<file path="src/rtl/bmvc_pkg.sv">
// package of constants, types and carriers for the buck mode and voltage control
// assumes a single 20 MHz reference clock and a synchronous active-low reset
package bmvc_pkg;
  // ----------------------------------------------------------------
  // sizes and timing
  // ----------------------------------------------------------------
  localparam int NCH           = 4;       // buck channels
  localparam int CODE_W        = 5;       // voltage code width
  localparam int MV_W          = 13;      // target voltage in millivolts
  localparam int CLK_PERIOD_NS = 50;      // ref_clk_i period
  localparam int STEP_BASE_NS  = 62500;   // shortest scaling step interval
  localparam int STEP_BASE_CYC = STEP_BASE_NS / CLK_PERIOD_NS;
  localparam int OSC_PERIOD_CYC = 33;     // internal oscillator period in clocks
  localparam int TMR_W         = 16;      // step timer width

  // ----------------------------------------------------------------
  // reset values and voltage code tables
  // ----------------------------------------------------------------
  localparam logic [3:0] CH_ON_RST  = 4'hf;  // enable bits default to one
  localparam int CH1_BASE_MV = 850;
  localparam int CH1_STEP_MV = 25;
  localparam int CH1_MAX_CODE = 30;
  localparam int CH2_BASE_MV = 3300;
  localparam int CH2_STEP_MV = 300;
  localparam int CH2_KNEE_CODE = 6;       // from here the last 200 mV step
  localparam int CH2_TOP_MV  = 5000;
  localparam int CH3_BASE_MV = 1200;
  localparam int CH3_STEP_MV = 100;
  localparam int CH3_MAX_CODE = 6;
  localparam int CH4_BASE_MV = 2500;
  localparam int CH4_STEP_MV = 100;
  localparam int CH4_MAX_CODE = 30;
  localparam int SCALE_CH_A  = 0;         // first channel
  localparam int SCALE_CH_B  = 3;         // fourth channel

  // ----------------------------------------------------------------
  // types
  // ----------------------------------------------------------------
  typedef enum logic [1:0] {
    BMVC_PIN_LEVEL   = 2'h0,   // mode pin is a plain level
    BMVC_PIN_CLK_IN  = 2'h1,   // mode pin carries an external clock
    BMVC_PIN_CLK_OUT = 2'h2    // mode pin drives a clock out
  } bmvc_pincfg_t;

  typedef enum logic [2:0] {
    BMVC_OFF = 3'b001,         // both transistors off
    BMVC_HS  = 3'b010,         // high side on
    BMVC_LS  = 3'b100          // low side on
  } bmvc_phase_t;

  typedef struct packed {
    logic [NCH-1:0] peak;      // current passed the peak threshold
    logic [NCH-1:0] below;     // output below regulation
    logic [NCH-1:0] light;     // average load below mode threshold
    logic [NCH-1:0] zero;      // inductor current reached zero
  } bmvc_sense_t;

  typedef struct packed {
    logic [NCH-1:0] overvolt;  // overvoltage comparator
    logic [NCH-1:0] short_c;   // short circuit comparator
  } bmvc_fault_t;

  typedef struct packed {
    logic       en;            // scaling enable
    logic [1:0] interval;      // step interval, base times two to this
  } bmvc_vscale_cfg_t;
endpackage : bmvc_pkg

</file>
<file path="src/rtl/bmvc_phase.sv">
// one buck channel switching sequencer: high side, low side, idle
// assumes all inputs are already synchronous to ref_clk_i
`timescale 1ns/1ns
`default_nettype none
module bmvc_phase (
  input  wire logic ref_clk_i,   // reference clock
  input  wire logic rst_n_i,     // synchronous reset, active low
  input  wire logic run_i,       // channel running
  input  wire logic tick_i,      // oscillator period start, one cycle
  input  wire logic fixed_i,     // forced fixed-frequency mode
  input  wire logic peak_i,      // peak current reached
  input  wire logic below_i,     // output below regulation
  input  wire logic light_i,     // light load
  input  wire logic zero_i,      // inductor current at zero
  output logic      hs_o,        // high-side gate
  output logic      ls_o         // low-side gate
);
  import bmvc_pkg::*;

  // ----------------------------------------------------------------
  // state
  // ----------------------------------------------------------------
  bmvc_phase_t state_q, state_d;   // switching phase
  logic        active;             // a new period may start
  logic        hs_q, ls_q;         // registered gates

  // ----------------------------------------------------------------
  // next state
  // ----------------------------------------------------------------
  always_comb begin
    // bursts only while below regulation at light load in auto mode
    active  = fixed_i | ~light_i | below_i;
    state_d = state_q;
    if (!run_i) begin
      state_d = BMVC_OFF;
    end else begin
      unique case (state_q)
        BMVC_OFF: begin
          if (tick_i && active) state_d = BMVC_HS;
        end
        BMVC_HS: begin
          if (peak_i) state_d = BMVC_LS;
        end
        BMVC_LS: begin
          if (tick_i && active) begin
            state_d = BMVC_HS;
          end else if (zero_i && !fixed_i) begin
            state_d = BMVC_OFF;
          end
          // forced mode keeps the low side on through zero current
        end
        default: state_d = BMVC_OFF;
      endcase
    end
  end

  // registers
  always_ff @(posedge ref_clk_i) begin
    if (!rst_n_i) begin
      state_q <= BMVC_OFF;
      hs_q    <= 1'b0;
      ls_q    <= 1'b0;
    end else begin
      state_q <= state_d;
      hs_q    <= (state_d == BMVC_HS);
      ls_q    <= (state_d == BMVC_LS);
    end
  end

  assign hs_o = hs_q;
  assign ls_o = ls_q;
endmodule : bmvc_phase
`default_nettype wire

</file>
<file path="src/rtl/bmvc_top.sv">
// mode selection, voltage codes, scaling and protection masking for four bucks
// assumes configuration inputs come from host logic on ref_clk_i; pins are async
//
// How it works
// - high side on each period, off at peak
// - low side conducts until next oscillator pulse, or until zero current in auto mode
// - power save: bursts while below regulation, else idle
// - forced mode: constant frequency, low side stays on
// - auto mode: low side off at zero current
// - mode changes apply live without restart
// - pin high or clock: power save bit picks mode
// - pin low: every channel not in a scaling transition runs auto mode
// - each channel target chosen by its code
// - first channel 0.85 V to 1.6 V, 25 mV
// - second channel 3.3 V to 5.0 V, 300/200 mV
// - third channel 1.2 V to 1.8 V, 100 mV
// - fourth channel 2.5 V to 5.5 V, 100 mV
// - scaling on first and fourth, enable plus interval
// - scaling off: new code applies at once
// - scaling forces fixed mode, masks protection latches
// - run needs pin and bit; pin low sets bit
`timescale 1ns/1ns
`default_nettype none
module bmvc_top #(
  parameter int STEP_CYC = bmvc_pkg::STEP_BASE_CYC,  // clocks per base step interval
  parameter int OSC_CYC  = bmvc_pkg::OSC_PERIOD_CYC  // clocks per oscillator period
) (
  input  wire logic                          ref_clk_i,         // reference clock
  input  wire logic                          rst_n_i,           // sync reset, active low
  input  wire logic                          mode_pin_i,        // mode / clock pin level
  input  wire bmvc_pkg::bmvc_pincfg_t        pin_cfg_i,         // mode pin use
  input  wire logic [bmvc_pkg::NCH-1:0]      en_pin_i,          // channel enable pins
  input  wire logic                          ch_on_wr_i,        // enable bit write strobe
  input  wire logic [bmvc_pkg::NCH-1:0]      ch_on_data_i,      // enable bit write data
  input  wire logic [bmvc_pkg::NCH-1:0]      power_save_bit_i,  // power save enable bits
  input  wire logic [bmvc_pkg::NCH-1:0][bmvc_pkg::CODE_W-1:0] voltage_code_i, // codes
  input  wire bmvc_pkg::bmvc_vscale_cfg_t    vscale_cfg_i,      // scaling config
  input  wire bmvc_pkg::bmvc_sense_t         sense_i,           // analog comparators
  input  wire bmvc_pkg::bmvc_fault_t         fault_i,           // protection comparators
  output logic [bmvc_pkg::NCH-1:0]           hs_gate_o,         // high-side gates
  output logic [bmvc_pkg::NCH-1:0]           ls_gate_o,         // low-side gates
  output logic [bmvc_pkg::NCH-1:0]           ch_run_o,          // channel running
  output logic [bmvc_pkg::NCH-1:0]           channel_enable_bit_o, // stored enable bits
  output logic [bmvc_pkg::NCH-1:0]           fixed_mode_o,      // forced mode in effect
  output logic [1:0]                         vscale_busy_o,     // scaling in progress
  output logic [bmvc_pkg::NCH-1:0][bmvc_pkg::MV_W-1:0] target_mv_o, // targets in mV
  output logic [bmvc_pkg::NCH-1:0]           fault_latch_o,     // latched-off channels
  output logic [bmvc_pkg::NCH-1:0]           hiccup_o           // hiccup request level
);
  import bmvc_pkg::*;

  localparam int SYNC_W = 1 + NCH + $bits(bmvc_sense_t) + $bits(bmvc_fault_t);

  // ----------------------------------------------------------------
  // pin synchronisers
  // ----------------------------------------------------------------
  logic [SYNC_W-1:0] s1_q, s2_q;     // two-stage synchroniser
  logic              mode_s;         // synced mode pin
  logic              mode_d1_q;      // previous synced mode pin, edge detect
  logic [NCH-1:0]    en_s;           // synced enable pins
  bmvc_sense_t       sense_s;        // synced comparators
  bmvc_fault_t       fault_s;        // synced protection inputs

  always_ff @(posedge ref_clk_i) begin
    if (!rst_n_i) begin
      // mode bit rests high like its pulled-up pin, so release makes no false edge
      s1_q      <= {1'b1, {(SYNC_W-1){1'b0}}};
      s2_q      <= {1'b1, {(SYNC_W-1){1'b0}}};
      mode_d1_q <= 1'b1;
    end else begin
      s1_q      <= {mode_pin_i, en_pin_i, sense_i, fault_i};
      s2_q      <= s1_q;
      mode_d1_q <= mode_s;
    end
  end

  assign {mode_s, en_s, sense_s, fault_s} = s2_q;

  // ----------------------------------------------------------------
  // oscillator tick: internal divider or external clock edge
  // ----------------------------------------------------------------
  logic [TMR_W-1:0] osc_q, osc_d;    // internal period counter
  logic             tick_q, tick_d;  // period start pulse

  always_comb begin
    osc_d  = (osc_q >= TMR_W'(OSC_CYC - 1)) ? '0 : osc_q + 1'b1;
    // an external clock on the pin paces switching instead of the divider
    if (pin_cfg_i == BMVC_PIN_CLK_IN) begin
      tick_d = mode_s & ~mode_d1_q;
    end else begin
      tick_d = (osc_q == '0);
    end
  end

  always_ff @(posedge ref_clk_i) begin
    if (!rst_n_i) begin
      osc_q  <= '0;
      tick_q <= 1'b0;
    end else begin
      osc_q  <= osc_d;
      tick_q <= tick_d;
    end
  end

  // ----------------------------------------------------------------
  // channel enable bits
  // ----------------------------------------------------------------
  logic [NCH-1:0] on_q, on_d;        // stored enable bits
  logic [NCH-1:0] run_q, run_d;      // pin and bit both high

  always_comb begin
    on_d = ch_on_wr_i ? ch_on_data_i : on_q;
    // a low pin resets the channel and restores its bit
    on_d  = on_d | ~en_s;
    run_d = en_s & on_d;
  end

  always_ff @(posedge ref_clk_i) begin
    if (!rst_n_i) begin
      on_q  <= CH_ON_RST;
      run_q <= '0;
    end else begin
      on_q  <= on_d;
      run_q <= run_d;
    end
  end

  // ----------------------------------------------------------------
  // voltage scaling on the first and fourth channels
  // ----------------------------------------------------------------
  logic [1:0][CODE_W-1:0] eff_q, eff_d;    // effective codes being stepped
  logic [1:0][TMR_W-1:0]  tmr_q, tmr_d;    // step interval timers
  logic [1:0]             busy_q, busy_d;  // transition in progress
  logic [TMR_W-1:0]       step_len;        // clocks per step
  logic [1:0][CODE_W-1:0] tgt;             // requested codes

  always_comb begin
    step_len = TMR_W'(STEP_CYC << vscale_cfg_i.interval);
    tgt[0]   = voltage_code_i[SCALE_CH_A];
    tgt[1]   = voltage_code_i[SCALE_CH_B];
    for (int k = 0; k < 2; k++) begin
      eff_d[k] = eff_q[k];
      // the timer restarts after every step, so each step waits a full interval
      tmr_d[k] = '0;
      if (!vscale_cfg_i.en) begin
        eff_d[k] = tgt[k];
      end else if (eff_q[k] != tgt[k]) begin
        if (tmr_q[k] >= step_len - 1'b1) begin
          // one code toward the target per interval
          eff_d[k] = (eff_q[k] < tgt[k]) ? eff_q[k] + 1'b1 : eff_q[k] - 1'b1;
        end else begin
          tmr_d[k] = tmr_q[k] + 1'b1;
        end
      end
      busy_d[k] = vscale_cfg_i.en && (eff_d[k] != tgt[k]);
    end
  end

  always_ff @(posedge ref_clk_i) begin
    if (!rst_n_i) begin
      eff_q  <= '0;
      tmr_q  <= '0;
      busy_q <= '0;
    end else begin
      eff_q  <= eff_d;
      tmr_q  <= tmr_d;
      busy_q <= busy_d;
    end
  end

  // ----------------------------------------------------------------
  // mode selection, targets and protection masking
  // ----------------------------------------------------------------
  logic [NCH-1:0]            mask;             // protection masked, fixed mode forced
  logic                      follow_bits;      // power save bits decide the mode
  logic [NCH-1:0]            fixed_q, fixed_d; // forced fixed-frequency per channel
  logic [NCH-1:0][MV_W-1:0]  mv_q, mv_d;       // targets in millivolts
  logic [NCH-1:0][CODE_W-1:0] code_eff;        // code in effect
  logic [NCH-1:0]            latch_q, latch_d; // latched-off channels
  logic [NCH-1:0]            hic_q, hic_d;     // hiccup requests

  // clamp a code to its range and scale it
  function automatic logic [MV_W-1:0] mv_of(input int base, input int step,
                                            input int maxc, input logic [CODE_W-1:0] c);
    int n;
    n = (int'(c) > maxc) ? maxc : int'(c);
    mv_of = MV_W'(base + step * n);
  endfunction : mv_of

  always_comb begin
    mask        = '0;
    mask[SCALE_CH_A] = busy_q[0];
    mask[SCALE_CH_B] = busy_q[1];
    // a level high, or any clock use of the pin, lets the bits rule
    follow_bits = mode_s | (pin_cfg_i != BMVC_PIN_LEVEL);
    // low level: all auto except channels in a scaling transition; live mode changes need no restart
    fixed_d     = (follow_bits ? ~power_save_bit_i : '0) | mask;
    code_eff    = voltage_code_i;
    code_eff[SCALE_CH_A] = eff_q[0];
    code_eff[SCALE_CH_B] = eff_q[1];
    mv_d[0] = mv_of(CH1_BASE_MV, CH1_STEP_MV, CH1_MAX_CODE, code_eff[0]);
    if (int'(code_eff[1]) >= CH2_KNEE_CODE) begin
      mv_d[1] = MV_W'(CH2_TOP_MV);
    end else begin
      mv_d[1] = mv_of(CH2_BASE_MV, CH2_STEP_MV, CH2_KNEE_CODE, code_eff[1]);
    end
    mv_d[2] = mv_of(CH3_BASE_MV, CH3_STEP_MV, CH3_MAX_CODE, code_eff[2]);
    mv_d[3] = mv_of(CH4_BASE_MV, CH4_STEP_MV, CH4_MAX_CODE, code_eff[3]);
    // latch-off and hiccup held back during a scaling transition
    hic_d   = fault_s.short_c & run_q & ~mask;
    // a latch holds until its channel stops running
    latch_d = (latch_q & run_q) | ((fault_s.overvolt | fault_s.short_c) & run_q & ~mask);
  end

  always_ff @(posedge ref_clk_i) begin
    if (!rst_n_i) begin
      fixed_q <= '0;
      mv_q    <= '0;
      latch_q <= '0;
      hic_q   <= '0;
    end else begin
      fixed_q <= fixed_d;
      mv_q    <= mv_d;
      latch_q <= latch_d;
      hic_q   <= hic_d;
    end
  end

  // ----------------------------------------------------------------
  // per-channel switching sequencers
  // ----------------------------------------------------------------
  for (genvar i = 0; i < NCH; i++) begin : g_ch
    bmvc_phase u_phase (
      .ref_clk_i (ref_clk_i),
      .rst_n_i   (rst_n_i),
      .run_i     (run_q[i] & ~latch_q[i]),
      .tick_i    (tick_q),
      .fixed_i   (fixed_q[i]),
      .peak_i    (sense_s.peak[i]),
      .below_i   (sense_s.below[i]),
      .light_i   (sense_s.light[i]),
      .zero_i    (sense_s.zero[i]),
      .hs_o      (hs_gate_o[i]),
      .ls_o      (ls_gate_o[i])
    );
  end

  assign ch_run_o             = run_q;
  assign channel_enable_bit_o = on_q;
  assign fixed_mode_o         = fixed_q;
  assign vscale_busy_o        = busy_q;
  assign target_mv_o          = mv_q;
  assign fault_latch_o        = latch_q;
  assign hiccup_o             = hic_q;
endmodule : bmvc_top
`default_nettype wire

</file>
<file path="config.mk">
export PLATFORM = sky130hd
export DESIGN_NAME = bmvc_top
export DESIGN_NICKNAME = d
export VERILOG_FILES = /design/src/rtl/bmvc_pkg.sv /design/src/rtl/bmvc_phase.sv /design/src/rtl/bmvc_top.sv
export SDC_FILE = /design/constraint.sdc
export NUM_CORES = 1
export LEC_CHECK = 0
export CORE_MARGIN = 4
export CORE_UTILIZATION = 28
export CTS_CLUSTER_SIZE = 14
export DETAILED_ROUTE_END_ITERATION = 12
export DONT_BUFFER_PORTS = 1
export GPL_TIMING_DRIVEN = 0
export PLACE_DENSITY = 0.47
export SYNTH_ARGS = -nofsm -noshare
export SYNTH_HDL_FRONTEND = slang
export SYNTH_HIERARCHICAL = 1
export SYNTH_SLANG_ARGS = --single-unit
</file>
<file path="constraint.sdc">
create_clock -name ref_clk_i -period 3.1 [get_ports ref_clk_i]
set_input_delay 0 -clock ref_clk_i [delete_from_list [all_inputs] [get_ports ref_clk_i]]
set_output_delay 0 -clock ref_clk_i [all_outputs]
set_load 0.1 [all_outputs]
</file>
Word level (Yosys, flattened, before mapping)
Cells that the tools add are included.
{"block": "word_totals", "regBits": 212, "input_bits": 65, "output_inout_bits": 82, "elab_cells": 184}
{"block": "classes", "add_sub_neg": 12, "mul": 4, "order_cmp": 10, "n_eq_ne": 25, "shifts": 1, "n_mux": 40, "bitwise": 40, "n_reduce_logical": 20}
{"op": "two-way mux 3 bit", "count": 20}
{"op": "two-way mux 5 bit", "count": 12}
{"op": "adder 16 x 1 -> 16 bit, second input constant", "count": 3}
{"op": "case mux 3 bit (3 select lines)", "count": 4}
{"op": ">= comparator 16 bit", "count": 2}
{"op": "multiplier 5 x 5 -> 10 bit, first input constant", "count": 3}
{"op": "bitwise AND 4 bit", "count": 6}
{"op": "== test 3 x 2 -> 1 bit, second input constant", "count": 8}
{"op": "== test 3 bit, second input constant", "count": 8}
{"op": "!= test 5 bit", "count": 4}
{"op": ">= comparator 16 x 6 -> 1 bit, second input constant", "count": 1}
{"op": "zero test 16 bit", "count": 1}
{"op": "OR 4 bit", "count": 4}
{"op": "left shift 11 x 2 -> 16 bit, first input constant", "count": 1}
{"op": "subtractor 16 x 1 -> 16 bit, second input constant", "count": 1}
{"op": "adder 11 x 12 -> 13 bit, first input constant", "count": 1}
{"op": "adder 12 x 12 -> 13 bit, first input constant", "count": 1}
{"op": "adder 12 x 13 -> 13 bit, first input constant", "count": 1}
{"op": "two-way mux 13 bit", "count": 1}
{"op": "inverter 1 bit", "count": 13}
{"op": "== test 3 x 1 -> 1 bit, second input constant", "count": 4}
{"op": "inverter 4 bit", "count": 3}
{"op": "adder 10 x 10 -> 11 bit, first input constant", "count": 1}
{"op": "multiplier 7 x 5 -> 11 bit, first input constant", "count": 1}
{"op": "other kinds (16)", "count": 48}

Depth between registers and ports, before layout
{"block": "logic_depth", "depth_word": 8, "ltp_mapped": 16, "ltp_nobuf": 16}

Hierarchy
The synthesis kept the hierarchy.
{"module": "bmvc_top", "n_inst": 1, "cells_each": 973, "area_each_um2": 9151.3, "seq_area_each_um2": 3683.5}
{"module": "bmvc_phase at g_ch[1].u_phase ...", "n_inst": 3, "cells_each": 24, "area_each_um2": 226.5, "seq_area_each_um2": 100.1}
{"module": "bmvc_phase at g_ch[0].u_phase", "n_inst": 1, "cells_each": 27, "area_each_um2": 256.5, "seq_area_each_um2": 100.1}

Least setup slack after synthesis
OpenSTA, ideal clock, no wires.
{"block": "synth_timing", "path_kind": "reg2reg", "start": "reg eff_q (netlist bit code_eff[1])", "end": "reg mv_q (netlist bit target_mv_o[10])", "setup_time_ns": 0.128, "t_arrival_ns": 3.235, "required_ns": 2.972, "slack_ns": -0.262, "path_stages_with_launch": 16, "path_buffers": 0, "synth_period_minus_slack_ns": 3.362, "path_cell_list": "dfxtp_1 ha_1 a21oi_1 inv_1 fa_1 inv_1 fa_1 inv_1 ha_1 a31oi_1 nor2b_1 o21a_1 o21a_1 nor2_1 xnor2_1 nor2_1"}
{"block": "synth_via", "elab_chain_cells": 4}
{"item": "start: declaration", "line": "bmvc_top.sv:131", "rtl": "logic [1:0][CODE_W-1:0] eff_q, eff_d;"}
{"item": "start signal: assignment", "line": "bmvc_top.sv:161", "rtl": "eff_q <= '0;"}
{"item": "start signal: assignment", "line": "bmvc_top.sv:165", "rtl": "eff_q <= eff_d;"}
{"item": "> comparator 5 bit", "line": "bmvc_top.sv:186", "rtl": "n = (int'(c) > maxc) ? maxc : int'(c);"}
{"item": "two-way mux 5 bit *", "line": "bmvc_top.sv:186"}
{"item": "multiplier 5 x 5 -> 10 bit *", "line": "bmvc_top.sv:187", "rtl": "mv_of = MV_W'(base + step * n);"}
{"item": "adder 10 x 10 -> 11 bit *", "line": "bmvc_top.sv:187"}
{"item": "end signal: assignment", "line": "bmvc_top.sv:223", "rtl": "mv_q <= mv_d;"}
{"item": "end: declaration", "line": "bmvc_top.sv:177", "rtl": "logic [NCH-1:0][MV_W-1:0] mv_q, mv_d;"}
Every way passes the cells marked *; elsewhere a longest branch is shown, timed or not.
A chain may end at the register's enable or synchronous reset.

Final worst setup path
{"block": "layout_timing", "start": "reg eff_q (netlist bit code_eff[2])", "end": "reg mv_q (netlist bit target_mv_o[10])"}
The elaborated chain is that of the path after synthesis.

==> summary.md <==
| Metric | Value |
|---|---|
| Clk root buf | sky130_fd_sc_hd__clkbuf_16 |
| Startpoint types | flop |
| TritonCTS Buffers | 26 |
| Setup violators final | 2 |
| Post-synthesis register bit count | 204 |
| Count of antenna diodes in the layout | 0 |
| Combined buffer and inverter count along the critical path | 2 |
| Required @ worst endpoint | between 3 and 4 ns |
| TritonCTS clock tree | yes |
| Wire length after detailed routing | 25,000 um |
| Max Transition Viols Final | 0 |
| Final instance area | about 13,000 um2 |
| Clock network fraction of total power | roughly two fifths |
| Dominant combinational cell family by area after synthesis | simple AND/OR/NAND/NOR gates |
| Fraction of the mapped netlist area in compound gates | roughly a tenth |
| Total vias in the final route | between 7,000 and 8,000 |
| Number of I/O pins | approximately 150 |
| Net count, final | approximately 1,400 |
| Ratio of cells with drive above 1 in the final layout | 10.6% |
| Maximum resistive drop on vdd | 0.000557 V |
| Maximum level of the CTS H-tree | 1 |
| Worst slew slack as a fraction of its limit | 20.7% |
| Wire length per cell after detailed routing | roughly 15 um |
| Adder and majority gate portion of the synthesized area | between 15 and 20% |
| Cell Count, Final, Fillers Out | 1,717 |
| Number of optimization iterations in the first detailed-route pass | 4 |
| Final-layout setup total negative slack | -0.0259 ns |
| Residual DRC count | 0 |
| Total leakage power | around 0.0057 uW |
| Net switching power of the design | 2600 uW |
| Count of final hold-check violations | 0 |
| Max Buffers Root-to-Sink | 3 |
| Core area | 35,600 um2 |
| Int Pwr | 5260 uW |
| Power density over the cells | around 600 nW/um2 |
| Number of library cell types mapped by synthesis | a little over 60 |
| Die Span X | 198 um |
| Congestion Overflow GR | 0 |
| Worst setup slack after layout | -0.0239 ns |
| Weighted congestion reported at the end of routability-driven placement | a little under 0.8 |
| Total cell area at the placement stage | 10,900 um2 |
| Number of placed instances with taps included | approximately 1,600 |
| Most frequent standard cell in the layout excluding fill and tap cells | sky130_fd_sc_hd__dfxtp_1 |
| Xor/xnor share of the synthesized area | 7.60% |
| Number of antenna violations at the first check in global routing | 3 |
| Antenna-violating nets left | 0 |
| Hold WC Path Type | in -> reg |
| Crit path DAT | 3.52 ns |
| Chain of cells forming the critical path | ha_4 > nand2_4 > a41o_1 > nand2b_1 > fa_1 > inv_1 > fa_1 > inv_2 > ha_4 > a31oi_4 > nor2b_2 > o21a_1 > o21a_1 > nor2_2 > xnor2_1 > nor2_1 |
| Status | finished, violations left |
| Clock latency on the worst-skew pair | between 0.5 and 0.6 ns |
| Share of the cycle needed by the critical path after routing | 101% |
| Top flip-flop cell by instance count after synthesis | sky130_fd_sc_hd__dfxtp_1 |
| Number of warnings printed during yosys synthesis | 6 |
| Highest-count cells in the layout ignoring fill and taps | sky130_fd_sc_hd__dfxtp_1 (196), sky130_fd_sc_hd__nor2_1 (115), sky130_fd_sc_hd__ha_1 (113), sky130_fd_sc_hd__dlygate4sd3_1 (82), sky130_fd_sc_hd__and2_1 (62) |
| Fraction of synthesized area in multiplexers | less than 1% |
| Max Fanout on Critical Path | 4 |
| Unrepaired setup endpoints after global routing | yes |
| Number of synthesized flops with an enable pin | 0 |
| Switching share of power | 33.1% |
| Via count of the first global-routing pass | around 7,400 |
| Portion of the post-synthesis area used by sequential elements | about two fifths |
| Clock slew at reported path FFs | about 0.060 ns |
| Pin count of the biggest net entering global routing | 14 |
| Start-to-end type of the worst setup path | reg -> reg |
| Count of standard-cell rows | 69 |
| Maximum frequency from static timing analysis | ~0.32 GHz |
| Drt via density | around 4.4 |
| Netlist area before placement | between 10,000 and 15,000 um2 |
| Fin crit period | ~3.1 ns |
| Global-route wire length before repair | around 39,000 um |
| Worst path slowest cell | sky130_fd_sc_hd__fa_1 |
| Number of maximum-capacitance constraint violations | 0 |
| Least-Margin Pin Slew | ~1.2 ns |
| Number of design-rule violations left by the first detailed-router iteration | between 150 and 200 |
| Worst clock skew on the final layout | 0.0151 ns |
| Starting density of the core | approximately 28% |
| Count of port buffers added during placement | 0 |
| Post-Synth Simple-Gate Area | ~20% |
| Register share of total power | between 40% and 50% |
| Clock sink count | about 200 |
| All-Layer GR Usage | between 10% and 20% |
| Avg Cell Area, Syn | around 9.4 um2 |
| Highest cell delay on the worst timing path | roughly 0.5 ns |
| Height of the die | 198 um |
| Synth Instances | between 1,000 and 1,500 |
| Violations in the final reports | setup timing |
| DPL Wire Length | about 18,000 um |
| Share of synthesized flip-flops with an asynchronous set or reset | 0% |
| Die Outline Area | 39,100 um2 |
| Kind of cell adding the most delay to the critical path | adder cells |
| Crit path capture type | flop |
| Part of the power in combinational logic | about 16% |
| Layout Area Growth over Synthesis | 28.5% |
-- final cells by class --
class,instances,area (um2)
repair buffers,105,993
clock buffers,36,771
flip-flops and latches,204,4110
well taps,461,577
clock inverters,10,124
inverters,66,248
fillers,3613,22600
multi-input cells,808,6000
plain buffers,27,133
-- logic make-up after synthesis --
logic type	Yosys count
other	2
muxes	7
buffers and inverters	93
xor gates and xnor gates	86
AOI/OAI and AO/OA	152
adders and majority gates	132
DFF	204
and+or+nand+nor	396
-- sequential cells by signal, summed over array words and instances, names as in the netlist, 10 cells and up --
register and flops:
target_mv_o 44, tmr_q 32, s1_q 29, s2_q 29
osc_q 16, g_ch.u_phase/state_q 12, code_eff 10
-- worst register-to-register path: cells and delay by family, from the launching register on --
| family | cells | cell delay [ns] |
|---|---|---|
| AO/OA/AOI/OAI | 4 | 0.65 |
| buffers and inverters | 2 | 0.10 |
| flip-flops | 1 | 0.37 |
| AND/OR/NAND/NOR | 5 | 0.36 |
| XOR/XNOR | 1 | 0.13 |
| adder cells (fa/ha/maj) | 4 | 1.39 |
-- stage by stage --
step           power (uW)  hold slack [ns]  setup WS (ns)  utilization (%)
2_1_floorplan        4400           0.0724         0.0247                -
3_3_place_gp         4620           0.0740         -0.241             30.5
3_5_place_dp         4620           0.0745         -0.218             30.5
4_1_cts              7910          0.00333        -0.0590             35.8
5_1_grt              8270           0.0261         -0.221             36.4
6_report             7850           0.0148        -0.0239             36.4
-- path summary, 6_finish.rpt --
check,from,slack [ns],to,cells past startpoint
setup / recovery,code_eff[2],-0.02,target_mv_o[10],16
setup reg to reg,code_eff[2],-0.02,target_mv_o[10],16
hold reg to reg,s2_q[27],0.39,channel_enable_bit_o[3],1
hold / removal,vscale_cfg_i[2],0.01,code_eff[1],3
-- cell usage after synthesis (3+ instances only) --
library cell	number	area share, %
sky130_fd_sc_hd__o311a_1	4	0.40
sky130_fd_sc_hd__fa_1	9	1.8
sky130_fd_sc_hd__or4b_1	3	0.30
sky130_fd_sc_hd__nand4b_1	3	0.26
sky130_fd_sc_hd__nand2_1	62	2.3
sky130_fd_sc_hd__nand4_1	11	0.68
sky130_fd_sc_hd__xnor2_1	46	4.0
sky130_fd_sc_hd__nor2b_1	14	0.87
sky130_fd_sc_hd__a21o_1	12	0.89
sky130_fd_sc_hd__nand3b_1	7	0.52
sky130_fd_sc_hd__and3_1	13	0.81
sky130_fd_sc_hd__a311oi_1	3	0.26
sky130_fd_sc_hd__a211oi_1	11	0.82
sky130_fd_sc_hd__inv_1	66	2.5
sky130_fd_sc_hd__buf_4	8	0.60
sky130_fd_sc_hd__nor4_1	6	0.37
sky130_fd_sc_hd__a21oi_1	56	2.8
sky130_fd_sc_hd__a31oi_1	7	0.43
sky130_fd_sc_hd__a22oi_1	3	0.22
sky130_fd_sc_hd__nand2b_1	17	1.1
sky130_fd_sc_hd__mux2i_1	7	0.69
sky130_fd_sc_hd__ha_1	123	15
sky130_fd_sc_hd__clkbuf_1	18	0.67
sky130_fd_sc_hd__nor2_1	116	4.3
sky130_fd_sc_hd__dfxtp_1	204	40
sky130_fd_sc_hd__nand3_1	37	1.8
sky130_fd_sc_hd__and2_1	62	3.8
sky130_fd_sc_hd__o31ai_1	3	0.22
sky130_fd_sc_hd__o21ai_0	19	0.94
sky130_fd_sc_hd__nor3b_1	12	0.89
sky130_fd_sc_hd__nor3_1	14	0.69
sky130_fd_sc_hd__o21ai_1	3	0.15
sky130_fd_sc_hd__o21a_1	8	0.60
sky130_fd_sc_hd__xor2_1	39	3.4
sky130_fd_sc_hd__or3_1	13	0.81
-- routing by layer --
layer	up-vias	track usage, %	wire (um)
met5	-	0	23
met1	3472	15.6	11100
met4	6	3.52	601
li1	3960	-	-
met2	129	21.0	11800
met3	42	3.28	1410
-- power groups by stage --
stage | Clock (uW) | Combinational [uW] | Sequential (uW)
3_3_place_gp | 0 | 1030 | 3590
5_1_grt | 3310 | 1430 | 3540
4_1_cts | 3210 | 1180 | 3520
3_5_place_dp | 0 | 1040 | 3590
6_report | 3080 | 1250 | 3520
2_1_floorplan | 0 | 855 | 3540
-- timing repair --
item,in CTS,in global routing
buffers inserted,14,10
pin swaps,11,19
gates resized for setup,15,34
hold endpoints to repair,107,0
hold buffers,83,0
setup endpoints to repair,6,15
Note: power is estimated with default switching activity, not from simulation.
